### src/bfc_map.vh
// Constants for the burst FIFO control state machine.
// Assumes one 250 MHz clock and plain Verilog-2005 users.
//
// What this block does
// State bits: 00 empty, 01 near latch, 11 both, 10 far latch only.
// State changes only on poll strobe rise or gated data strobe rise.
// Gated data strobe is data strobe qualified by the data path decode.
// Both strobe edges merge into one state clock; delayed copy samples readiness.
// Poll-edge flag high before poll clocks; gated strobe fall clears it.
// Readiness is accept flag outward, source flag inward, chosen by direction.
// Readiness is sampled nominally 150 ns after each state clock.
// Active-low flush forces both state bits to zero on next state clock.
// Direction comes only from the control bit, never the backplane line.
// Push only outward, ready, not near-full on data clock, not empty on poll.
// Push pulse set by state clock, cleared after a fixed delay.
// Outward streaming stays in 00 with input latch open, burst requested.
// Outward data clock with readiness false moves 00 to 01, no push.
// Entering 01 outward withdraws burst request and closes input latch.
// Adapter sends at most one word after burst withdrawn; the 32-word burst cap is not enforced.
// Outward, no group 0 poll reply while any latch holds data.
// Ready poll clocks drain latches 11 to 10 to 00; not ready holds.
// Outward 00 with replies enabled drives service request during poll.
// Burst request only in 00 outward or 11 inward.
// Poll reply needs enable, group 0 and qualifying state, or attention term.
// Direction 1 is outward to peripheral, 0 is inward to backplane.
// Flush control written 0 resets the queue and its state machine.
// Pop blocked outward, not ready, far-only, or far full on poll clock.
// Output latch clock pulses on pop and on inward 01 to 10 step.
// After reset state is 00 and burst stays off until flush released.
`ifndef BFC_MAP_VH
`define BFC_MAP_VH

// Clock period and delays in nanoseconds.
`define BFC_CLK_NS 4
`define BFC_SAMPLE_NS 150
`define BFC_PULSE_NS 20

// State bit values.
`define BFC_ST_EMPTY 2'h0
`define BFC_ST_NEAR 2'h1
`define BFC_ST_BOTH 2'h3
`define BFC_ST_FAR 2'h2

// Direction control values.
`define BFC_DIR_OUT 1'h1
`define BFC_DIR_IN 1'h0

// Buffer and word sizes.
`define BFC_WORD_W 18
`define BFC_BUF_DEPTH 2
`define BFC_BURST_MAX 32

`endif

### src/bfc_burst_fifo_ctl.v
// Burst FIFO control state machine with a two-entry word buffer.
// Assumes all inputs are synchronous to clock and strobes are active low.
`timescale 1ns/1ps
`default_nettype none
`include "bfc_map.vh"

module bfc_burst_fifo_ctl #(
   parameter WORD_W = `BFC_WORD_W,
   parameter PULSE_NS = `BFC_PULSE_NS
) (
   // Clock and reset.
   input wire clock,
   input wire reset,
   // Control bits.
   input wire direction_ctl,
   input wire queue_flush_ctl,
   input wire poll_reply_enable,
   // Backplane strobes and decode.
   input wire poll_strobe_n,
   input wire backplane_data_strobe_n,
   input wire data_path_select,
   input wire service_poll,
   input wire poll_group_line_0,
   input wire poll_group_line_1,
   input wire attention_request,
   // FIFO flags.
   input wire fifo_can_accept,
   input wire fifo_can_source,
   // Incoming data words.
   input wire [WORD_W-1:0] data_in,
   output wire data_in_ready,
   // Words towards the FIFO.
   output wire [WORD_W-1:0] fifo_word,
   output wire fifo_word_valid,
   input wire fifo_word_ready,
   // Control outputs.
   output wire far_latch_full,
   output wire near_latch_full,
   output wire poll_edge_next,
   output wire sampled_fifo_ready,
   output wire push_trigger,
   output wire pop_trigger_n,
   output wire push_pulse,
   output wire pop_pulse,
   output wire output_latch_clock,
   output wire input_latch_enable,
   output wire burst_request_n,
   output wire poll_reply_drive,
   output wire service_request_line_out,
   output wire service_request_line_oe
);

   // =====================================================
   // Timing counts.
   // =====================================================

   // Readiness sample point, nominal value rounded down.
   localparam integer SAMPLE_CYC = `BFC_SAMPLE_NS / `BFC_CLK_NS;
   localparam integer PULSE_CYC = (PULSE_NS + `BFC_CLK_NS - 1) / `BFC_CLK_NS;
   localparam [5:0] SAMPLE_LAST = SAMPLE_CYC[5:0];
   localparam [5:0] PULSE_LAST = PULSE_CYC[5:0];

   // =====================================================
   // Strobe edges and the merged state clock.
   // =====================================================

   reg poll_q;
   reg gated_q;
   wire gated_data_strobe_n;
   wire poll_rise;
   wire gated_rise;
   wire gated_fall;
   wire state_clock;

   // Data strobe passes only for data path transfers.
   assign gated_data_strobe_n = backplane_data_strobe_n | ~data_path_select;

   // Previous strobe levels for edge detection.
   always @(posedge clock) begin
      if (reset) begin
         poll_q <= 1'h1;
         gated_q <= 1'h1;
      end else begin
         poll_q <= poll_strobe_n;
         gated_q <= gated_data_strobe_n;
      end
   end

   // Either rising edge is a state clock; the sources never overlap.
   assign poll_rise = poll_strobe_n & ~poll_q;
   assign gated_rise = gated_data_strobe_n & ~gated_q;
   assign gated_fall = ~gated_data_strobe_n & gated_q;
   assign state_clock = poll_rise | gated_rise;

   // =====================================================
   // Poll-edge flag.
   // =====================================================

   reg pt;

   // Set after a data clock, cleared when a data strobe begins.
   always @(posedge clock) begin
      if (reset) begin
         pt <= 1'h1;
      end else if (gated_fall) begin
         pt <= 1'h0;
      end else if (gated_rise) begin
         pt <= 1'h1;
      end
   end

   assign poll_edge_next = pt;

   // =====================================================
   // Readiness sampling.
   // =====================================================

   reg sr;
   reg [5:0] sample_cnt;
   reg sample_busy;
   wire ready_sel;

   // Direction control alone selects the flag.
   assign ready_sel = (direction_ctl == `BFC_DIR_OUT) ?
      fifo_can_accept : fifo_can_source;

   // Delayed copy of the state clock samples readiness.
   always @(posedge clock) begin
      if (reset) begin
         sr <= 1'h0;
         sample_cnt <= 6'h00;
         sample_busy <= 1'h0;
      end else if (state_clock) begin
         sample_cnt <= 6'h00;
         sample_busy <= 1'h1;
      end else if (sample_busy) begin
         if (sample_cnt == SAMPLE_LAST - 6'h01) begin
            sr <= ready_sel;
            sample_busy <= 1'h0;
         end else begin
            sample_cnt <= sample_cnt + 6'h01;
         end
      end
   end

   assign sampled_fifo_ready = sr;

   // =====================================================
   // Next state and triggers.
   // =====================================================

   reg y1;
   reg y0;
   reg armed;
   wire dir;
   wire buf_ready;
   reg next_y1;
   reg next_y0;

   assign dir = direction_ctl;

   // Latch occupancy equations.
   always @* begin
      next_y1 = ~((~y1 & ~y0) | (~pt & ~y0) | (~y1 & pt & dir)
         | (~y0 & pt & dir & sr));
      next_y0 = ~((~dir & ~pt & ~sr) | (dir & sr & pt) | (dir & sr & ~y0)
         | (~dir & ~sr & ~y1) | (dir & pt & ~y0) | (~y0 & y1));
   end

   // Push needs room in the word buffer as well.
   assign push_trigger = dir & sr & buf_ready & ~(y0 & ~pt)
      & ~(~y0 & ~y1 & pt);
   assign pop_trigger_n = ~((~dir & sr & y0 & ~pt) | (~dir & sr & ~y1));

   // State register, flushed on a state clock while flush is low.
   always @(posedge clock) begin
      if (reset) begin
         y1 <= 1'h0;
         y0 <= 1'h0;
      end else if (state_clock) begin
         if (!queue_flush_ctl) begin
            y1 <= 1'h0;
            y0 <= 1'h0;
         end else begin
            y1 <= next_y1;
            y0 <= next_y0;
         end
      end
   end

   // Burst stays off after reset until flush has been released.
   always @(posedge clock) begin
      if (reset) begin
         armed <= 1'h0;
      end else begin
         armed <= queue_flush_ctl;
      end
   end

   assign far_latch_full = y1;
   assign near_latch_full = y0;

   // =====================================================
   // Pulse generators.
   // =====================================================

   wire [2:0] pulse_start;
   wire [2:0] pulse_out;
   wire step_fwd;

   // Inward move of a word from the near to the far latch.
   assign step_fwd = ~dir & y0 & ~y1 & next_y1 & ~next_y0;
   assign pulse_start[0] = state_clock & push_trigger & queue_flush_ctl;
   assign pulse_start[1] = state_clock & ~pop_trigger_n & queue_flush_ctl;
   assign pulse_start[2] = pulse_start[1]
      | (state_clock & step_fwd & queue_flush_ctl);

   // Each pulse is set by the clock and cleared after its delay.
   genvar gi;
   generate
      for (gi = 0; gi < 3; gi = gi + 1) begin : g_pulse
         reg on;
         reg [5:0] cnt;
         always @(posedge clock) begin
            if (reset) begin
               on <= 1'h0;
               cnt <= 6'h00;
            end else if (pulse_start[gi]) begin
               on <= 1'h1;
               cnt <= 6'h00;
            end else if (on) begin
               if (cnt == PULSE_LAST - 6'h01) begin
                  on <= 1'h0;
               end else begin
                  cnt <= cnt + 6'h01;
               end
            end
         end
         assign pulse_out[gi] = on;
      end
   endgenerate

   assign push_pulse = pulse_out[0];
   assign pop_pulse = pulse_out[1];
   assign output_latch_clock = pulse_out[2];

   // =====================================================
   // Latch enable, burst request and poll reply.
   // =====================================================

   // Input latch is open only while the near latch is free.
   assign input_latch_enable = dir & ~y0;

   // Burst only in empty outward or full inward states.
   assign burst_request_n = ~(armed & ((dir & ~y1 & ~y0)
      | (~dir & y1 & y0)));

   // Group 0 reply for qualifying states, plus attention term.
   assign poll_reply_drive = (poll_reply_enable & ~poll_group_line_0
      & ~poll_group_line_1 & ((dir & ~y1 & ~y0) | (~dir & (y1 | y0))))
      | (~poll_group_line_0 & poll_group_line_1 & attention_request);

   // Open-drain service request, pulled low during the poll.
   assign service_request_line_out = 1'h0;
   assign service_request_line_oe = service_poll & poll_reply_drive;

   // =====================================================
   // Two-entry word buffer towards the FIFO.
   // =====================================================

   reg [WORD_W-1:0] mem [0:`BFC_BUF_DEPTH-1];
   reg wr_ptr;
   reg rd_ptr;
   reg [1:0] count;
   wire do_wr;
   wire do_rd;

   assign buf_ready = (count != 2'h2);
   assign data_in_ready = buf_ready;
   assign fifo_word_valid = (count != 2'h0);
   assign fifo_word = mem[rd_ptr];
   assign do_wr = pulse_start[0];
   assign do_rd = fifo_word_valid & fifo_word_ready;

   // Words are captured on each push and drained by the FIFO side.
   always @(posedge clock) begin
      if (reset) begin
         wr_ptr <= 1'h0;
         rd_ptr <= 1'h0;
         count <= 2'h0;
      end else begin
         if (do_wr) begin
            mem[wr_ptr] <= data_in;
            wr_ptr <= ~wr_ptr;
         end
         if (do_rd) begin
            rd_ptr <= ~rd_ptr;
         end
         if (do_wr & ~do_rd) begin
            count <= count + 2'h1;
         end else if (do_rd & ~do_wr) begin
            count <= count - 2'h1;
         end
      end
   end

endmodule

`default_nettype wire

### config.mk
export PLATFORM = sky130hd
export DESIGN_NAME = bfc_burst_fifo_ctl
export DESIGN_NICKNAME = d
export VERILOG_FILES = /design/src/bfc_burst_fifo_ctl.v
export VERILOG_INCLUDE_DIRS = /design/src /design/src/src
export SDC_FILE = /design/constraint.sdc
export NUM_CORES = 1
export LEC_CHECK = 0
export BUFFER_PORTS_ARGS = -buffer_cell sky130_fd_sc_hd__buf_2
export CORE_MARGIN = 1.5
export CORE_UTILIZATION = 50
export DETAILED_ROUTE_END_ITERATION = 16
export HOLD_SLACK_MARGIN = 0.12
export PLACE_DENSITY = 0.76
export REMOVE_ABC_BUFFERS = 1
export SYNTH_ARGS = -nofsm -noshare
export SYNTH_HDL_FRONTEND = slang
export SYNTH_SLANG_ARGS = --single-unit
### constraint.sdc
create_clock -name clock -period 5.5 [get_ports clock]
set_input_delay 0 -clock clock [delete_from_list [all_inputs] [get_ports clock]]
set_output_delay 0 -clock clock [all_outputs]
set_load 0.01 [all_outputs]
* Word level (Yosys, flattened, before mapping)
Memories as Yosys holds them, arrays and structs flattened. A register that Yosys moved wholly into a read port is not among the register bits.
Index checks and enable logic that the tools add are counted.
** Word-level totals
- Register bits :: 39
- RAM bits :: 36
- Logic and storage cells :: 163
- Memories kept :: 1
- Input port bits :: 33
** Cells by class
- Muxes and demuxes :: 24
- Bitwise logic cells :: 97
- Add/sub/neg operators :: 6
- Eq/ne operators :: 5
- Reductions and logical operators :: 12
** Memories
- mem :: words 2, width 18, rd ports 1, clocked after memory_dff 1, write ports 1, line bfc_burst_fifo_ctl.v:271 : reg [WORD_W-1:0] mem [0:`BFC_BUF_DEPTH-1];
** Operators with widths (number)
- $and 1x1->1 :: 55
- $not 1->1 :: 26
- $add 6x1->6 const B :: 4
- $mux 1 :: 22
- $eq 6x3->1 const B :: 3
- $or 1x1->1 :: 16
- $reduce_and 2->1 :: 4
- $reduce_or 2->1 :: 4
- $eq 6x6->1 const B :: 1
- $reduce_bool 2->1 :: 3
- $mux 2 :: 2
- $reduce_and 3->1 :: 1
- $add 2x1->2 const B :: 1
- $ne 2x2->1 const B :: 1
- $sub 2x1->2 const B :: 1

* Logic depth before layout (Yosys ltp)
- Word-level depth :: 13
- Depth in mapped cells :: 10
- Depth with buffers taken out :: 9

* Worst setup path before layout
No wires, ideal clock.
- Path kind :: register to register
- Start point :: reg pt, in the netlist poll_edge_next
- End point :: mem mem[1][0] in the netlist's numbering (enable)
- Cell stages (with the launch flop) :: 5
- Slack :: 2559 ps
- Arrival time :: 2521 ps
- Clock period less this slack :: 2941 ps
- Cell sequence :: dfxtp_1 nor2b_1 and4bb_4 nand3_1 nor3b_1
** Between the ends
- Cells in the longest elaborated chain, start to end :: 10
- Elaborated cells on any way between the ends :: 12
- Those cells by class :: 3 x mux; 9 x bitwise
** RTL lines
- start, declared :: line bfc_burst_fifo_ctl.v:99 : reg pt;
- start signal, assigned :: line bfc_burst_fifo_ctl.v:104 : pt <= 1'h1;
- start signal, assigned :: line bfc_burst_fifo_ctl.v:106 : pt <= 1'h0;
- start signal, assigned :: line bfc_burst_fifo_ctl.v:108 : pt <= 1'h1;
- $not 1->1 :: line bfc_burst_fifo_ctl.v:171 : assign push_trigger = dir & sr & buf_ready & ~(y0 & ~pt)
- $and 1x1->1 :: line bfc_burst_fifo_ctl.v:171
- $not 1->1 :: line bfc_burst_fifo_ctl.v:171
- $and 1x1->1 :: line bfc_burst_fifo_ctl.v:171
- $and 1x1->1 (*) :: line bfc_burst_fifo_ctl.v:172 : & ~(~y0 & ~y1 & pt);
- net push_trigger :: line bfc_burst_fifo_ctl.v:41 : output wire push_trigger,
- $and 1x1->1 (*) (2 in series) :: line bfc_burst_fifo_ctl.v:213 : assign pulse_start[0] = state_clock & push_trigger & queue_flush_ctl;
- $mux 1 (*) :: line bfc_burst_fifo_ctl.v:292 : if (do_wr) begin
- $mux 1 (*) :: line bfc_burst_fifo_ctl.v:287 : if (reset) begin
- $mux 1 (not written as such) (*) :: line bfc_burst_fifo_ctl.v:293 : mem[wr_ptr] <= data_in;
- end, declared :: line bfc_burst_fifo_ctl.v:271
The timed path passes the listed nets; every way through them passes the cells marked *.

* Worst setup path in the final report
- Start point :: reg pt, in the netlist poll_edge_next
- End point :: reg count[1]
** Between the ends
- Cells in the longest elaborated chain, start to end :: 10
- Elaborated cells on any way between the ends :: 14
- Those cells by class :: 1 x mux; 12 x bitwise; 1 x reduce/logical
** RTL lines
- $not 1->1 :: line bfc_burst_fifo_ctl.v:171
- $and 1x1->1 :: line bfc_burst_fifo_ctl.v:171
- $not 1->1 :: line bfc_burst_fifo_ctl.v:171
- $and 1x1->1 :: line bfc_burst_fifo_ctl.v:171
- $and 1x1->1 (*) :: line bfc_burst_fifo_ctl.v:172
- $and 1x1->1 (*) (2 in series) :: line bfc_burst_fifo_ctl.v:213
- net do_wr :: line bfc_burst_fifo_ctl.v:275 : wire do_wr;
- $not 1->1 :: line bfc_burst_fifo_ctl.v:301 : end else if (do_rd & ~do_wr) begin
- $and 1x1->1 :: line bfc_burst_fifo_ctl.v:301
- $reduce_bool 2->1 (no line)
- end signal, assigned :: line bfc_burst_fifo_ctl.v:300 : count <= count + 2'h1;
- end signal, assigned :: line bfc_burst_fifo_ctl.v:302 : count <= count - 2'h1;
- end, declared :: line bfc_burst_fifo_ctl.v:274 : reg [1:0] count;
Marks and branches as above.
A chain may end at the register's enable or synchronous reset.

==> run_results.csv <==
group,metric,value,unit
route,drtIter0Drc,120,
synthesis,synthFlopType,"dfxtp_1",
placed_design,dp_slack,3250,ps
layout,diodes,0,
synthesis,synth_top_family_by_area,"simple AND/OR/NAND/NOR gates",
critical_path,worst_path_largest_cell_delay,480,ps
route,wl,6470,um
power,p_total,1.09,mW
critical_path,cpMaxStageDelayCell,"dfxtp_1",
global_route,grt_util_met2,32.5,%
timing,fin_tns_setup,0,ps
global_route,antenna_found_initial,0,
timing,fin_skew,8.55,ps
layout,design.final.nets,431,
layout,final_cells,469,
timing,setup_viol,0,
cts,h-tree-depth,3,
synthesis,synth_fa_ha_area_share,4.19,%
critical_path,crit_buf_inv,1,
power,vdd_drop_max,0.000186,V
critical_path,critPathTopFamily,"simple AND/OR/NAND/NOR gates",
synthesis,ys_warn_count,0,
synthesis,ys_top_cells_by_area,"edfxtp_1, dfxtp_1, mux2_2, ha_1, nor2_1",
synthesis,async_reset_ff_share,0,%
synthesis,seq_area_frac_synth,57.3,%
power,leakage,1.66,nW
critical_path,end_kind,"flip-flop",
synthesis,syn-cell-area,0.00328,mm^2
cts,clk_path_buf_depth,2,
layout,fillers,496,
route,drc,0,
cts,insertion_delay,340,ps
global_route,grt-ovfl-total,0,
power,internal_power,0.849,mW
floorplan,die_x,84.0,um
timing,final_hold_viol_count,0,
critical_path,crit_fanout,9,
synthesis,syn_inst,290,
power,seqPwrFrac,54.8,%
timing,finalWorstPathRequiredPeriod,2290,ps
synthesis,synth_top_area_share,32.9,%
timing,setup_ws,3210,ps
route,vias_per_cell,5.11,
floorplan,initial_utilization,51.7,%
power,clkPwrFrac,39.9,%
global_route,grt_use_total,19.3,%
cts,cts_num_sinks,76,
timing,final_max_slew_viol_count,0,
layout,seq_area,0.00188,mm^2
synthesis,synth_xor_area_share,4.00,%
floorplan,fp.coreArea,0.00635,mm^2
synthesis,synth_edf_count,36,
global_route,use_met3,5.14,%
layout,multi_input_area,0.00130,mm^2
synthesis,synthSimpleGateAreaFrac,14.8,%
synthesis,synthMuxAreaShare,8.35,%
floorplan,num_io_pins,67,
timing,fin_crit_sh,41.6,%
flow_run,drv_cap,0,
synthesis,synth_top_area_cell,"edfxtp_1",
cts,cts_root_buf,"clkbuf_8",
synthesis,netlist-cell-type-count,47,
synthesis,synth_compound_area_share,7.85,%
cts,cts_tree,"done",
global_route,grt_max_degree,21,
route,drtAntennaViolNets,0,
global_route,grt-busiest-layer,"met2",
timing,max_slew_margin,46.2,%
critical_path,start_kind,"flip-flop",
power,p_per_area,261,mW/mm^2
layout,area_delta_synth_final,27.0,%
power,combinationalPowerShare,5.3,%
route,routedWlPerCell,13.8,um
placed_design,dpl.hpwl,4310,um
cts,cts_setup_buffers,0,
cts,cts_made_buffers,9,
timing,clock.fmax,0.438,GHz
status,status,"complete, no violations",
placed_design,dp.cells,426,
placed_design,portBuffers,65,
power,power.switching_fraction,22.0,%
route,first_pass_iters,4,
global_route,grt_use_met1,23.5,%
cts,clk_pin_slew,80,ps
floorplan,die_y,84.0,um
critical_path,required,5780,ps
floorplan,die_area,0.00706,mm^2
layout,drive_above_1_share,28.6,%
global_route,grt_pass1_vias,2405,
critical_path,crit_arrival,2560,ps
placed_design,gp_congestion,0.820,
timing,rsz0062_at_grt,"no",
synthesis,ys_ff_latch,76,
synthesis,syn_avg_cell_area,11.3,um^2
floorplan,num_rows,29,
timing,tightestPinTransition,806,ps
power,net-switching-power,0.239,mW
global_route,grt_pass1_wl,10800,um
critical_path,cp_cell_sequence,"or3b_1 -> and4bb_4 -> nand3_1 -> inv_1 -> ha_1 -> or3_1 -> a21oi_1",
route,vias,2398,
critical_path,crit_type,"reg -> reg",
worst_hold_path,hold_class,"in -> reg",
==> tightest hold or removal path, cell delays in order <==
cell     delay (ps)
buf_2           140
inv_1           120
nand4_1          90
a21oi_1          60
==> path summary, 6_finish.rpt <==
check                 startpoint                 end  slack [ps]  depth (start not counted)
setup / recovery  poll_edge_next            count[1]        3210                          7
hold / removal     direction_ctl  output_latch_clock         120                          4
setup reg to reg  poll_edge_next            count[1]        3210                          7
hold reg to reg    sample_cnt[3]       sample_cnt[3]         510                          2
==> kinds of logic (layout without fill, tap and decap cells) <==
kind of cell               count (synthesis)  count (layout)
and+or+nand+nor                           95              95
DFF                                       76              76
AOI/OAI and AO/OA                         40              40
adders and majority gates                 11              11
buffers and inverters                     27             129
xor gates and xnor gates                  15              15
other                                      1               1
muxes                                     25              25
==> registers in the layout (all words and copies together) (netlist names), named ones only <==
| signal | count |
|---|---|
| wr_ptr | 1 |
| sample_cnt | 6 |
| poll_q | 1 |
| push_pulse | 1 |
| mem | 36 |
| sample_busy | 1 |
| poll_edge_next | 1 |
| g_pulse.cnt | 18 |
| near_latch_full | 1 |
| armed | 1 |
| gated_q | 1 |
| rd_ptr | 1 |
| output_latch_clock | 1 |
| sampled_fifo_ready | 1 |
| far_latch_full | 1 |
| pop_pulse | 1 |
| count | 2 |
==> synth_stat cells, types with 2 or more instances <==
| master | n |
|---|---|
| nand4_1 | 7 |
| nand3_1 | 6 |
| dfxtp_1 | 40 |
| or3_1 | 5 |
| a21o_1 | 2 |
| nor3_1 | 7 |
| a21oi_1 | 16 |
| a31oi_1 | 2 |
| o21ai_0 | 7 |
| nand2b_1 | 3 |
| mux2i_1 | 6 |
| ha_1 | 11 |
| xor2_1 | 7 |
| inv_1 | 19 |
| nand2_1 | 12 |
| edfxtp_1 | 36 |
| mux2_2 | 19 |
| o21ai_1 | 2 |
| xnor2_1 | 8 |
| nor2_1 | 36 |
| nor4b_1 | 2 |
| buf_2 | 2 |
| nor3b_1 | 2 |
| clkbuf_1 | 4 |
| or2_2 | 3 |
| nor2b_1 | 5 |
==> power by group through the flow <==
stage / Sequential [mW] / Clock (mW) / Combinational [mW]
final: 0.596 / 0.434 / 0.0582
after global routing: 0.597 / 0.466 / 0.0640
after CTS: 0.596 / 0.443 / 0.0577
after detailed placement: 0.609 / 0 / 0.0421
after global placement: 0.609 / 0 / 0.0404
after floorplan: 0.609 / 0 / 0.0189
==> through the flow <==
stage                     instance area (um^2)  hold slack [ps]  util [%]
final                                     4170              123      65.7
after global routing                      4170              164      65.7
after CTS                                 4170              121      65.7
after detailed placement                  3690              195      58.1
after global placement                    3690              188      58.1
after floorplan                           3240             52.2         -
==> area by class of cell <==
cell class / count / area share [%]
clock buffers: 10 / 3.30
flip-flops and latches: 76 / 45.1
inverters: 19 / 1.71
multi-input cells: 187 / 31.2
well taps: 77 / 2.31
repair buffers: 94 / 14.6
clock inverters: 6 / 1.68
==> per-layer routing <==
layer / up-vias / part of all wire [%]
li1: 1216 / -
met1: 1104 / 44
met2: 72 / 48
met3: 6 / 6.3
met4: 0 / 0.85
met5: - / 0
==> timing repair <==
| item | CTS | global route |
|---|---|---|
| resized for setup | 0 | 0 |
| hold endpoints to repair | 50 | 0 |
| hold buffers | 27 | 0 |
==> layout by cell type, fill, tap and decap left out, types with 5 or more instances in the layout <==
master / synthesis / final
nor3_1: 7 / 6
inv_1: 19 / 19
nand2_1: 12 / 12
xor2_1: 7 / 7
mux2_2: 19 / 19
nor2b_1: 5 / 5
nand4_1: 7 / 7
ha_1: 11 / 11
clkbuf_8: 0 / 10
mux2i_1: 6 / 6
nand3_1: 6 / 6
dlygate4sd3_1: 0 / 27
edfxtp_1: 36 / 36
buf_2: 2 / 65
dfxtp_1: 40 / 40
nor2_1: 36 / 36
a21oi_1: 16 / 16
xnor2_1: 8 / 8
o21ai_0: 7 / 7
or3_1: 5 / 5
Power figures use the tool's default switching activity.
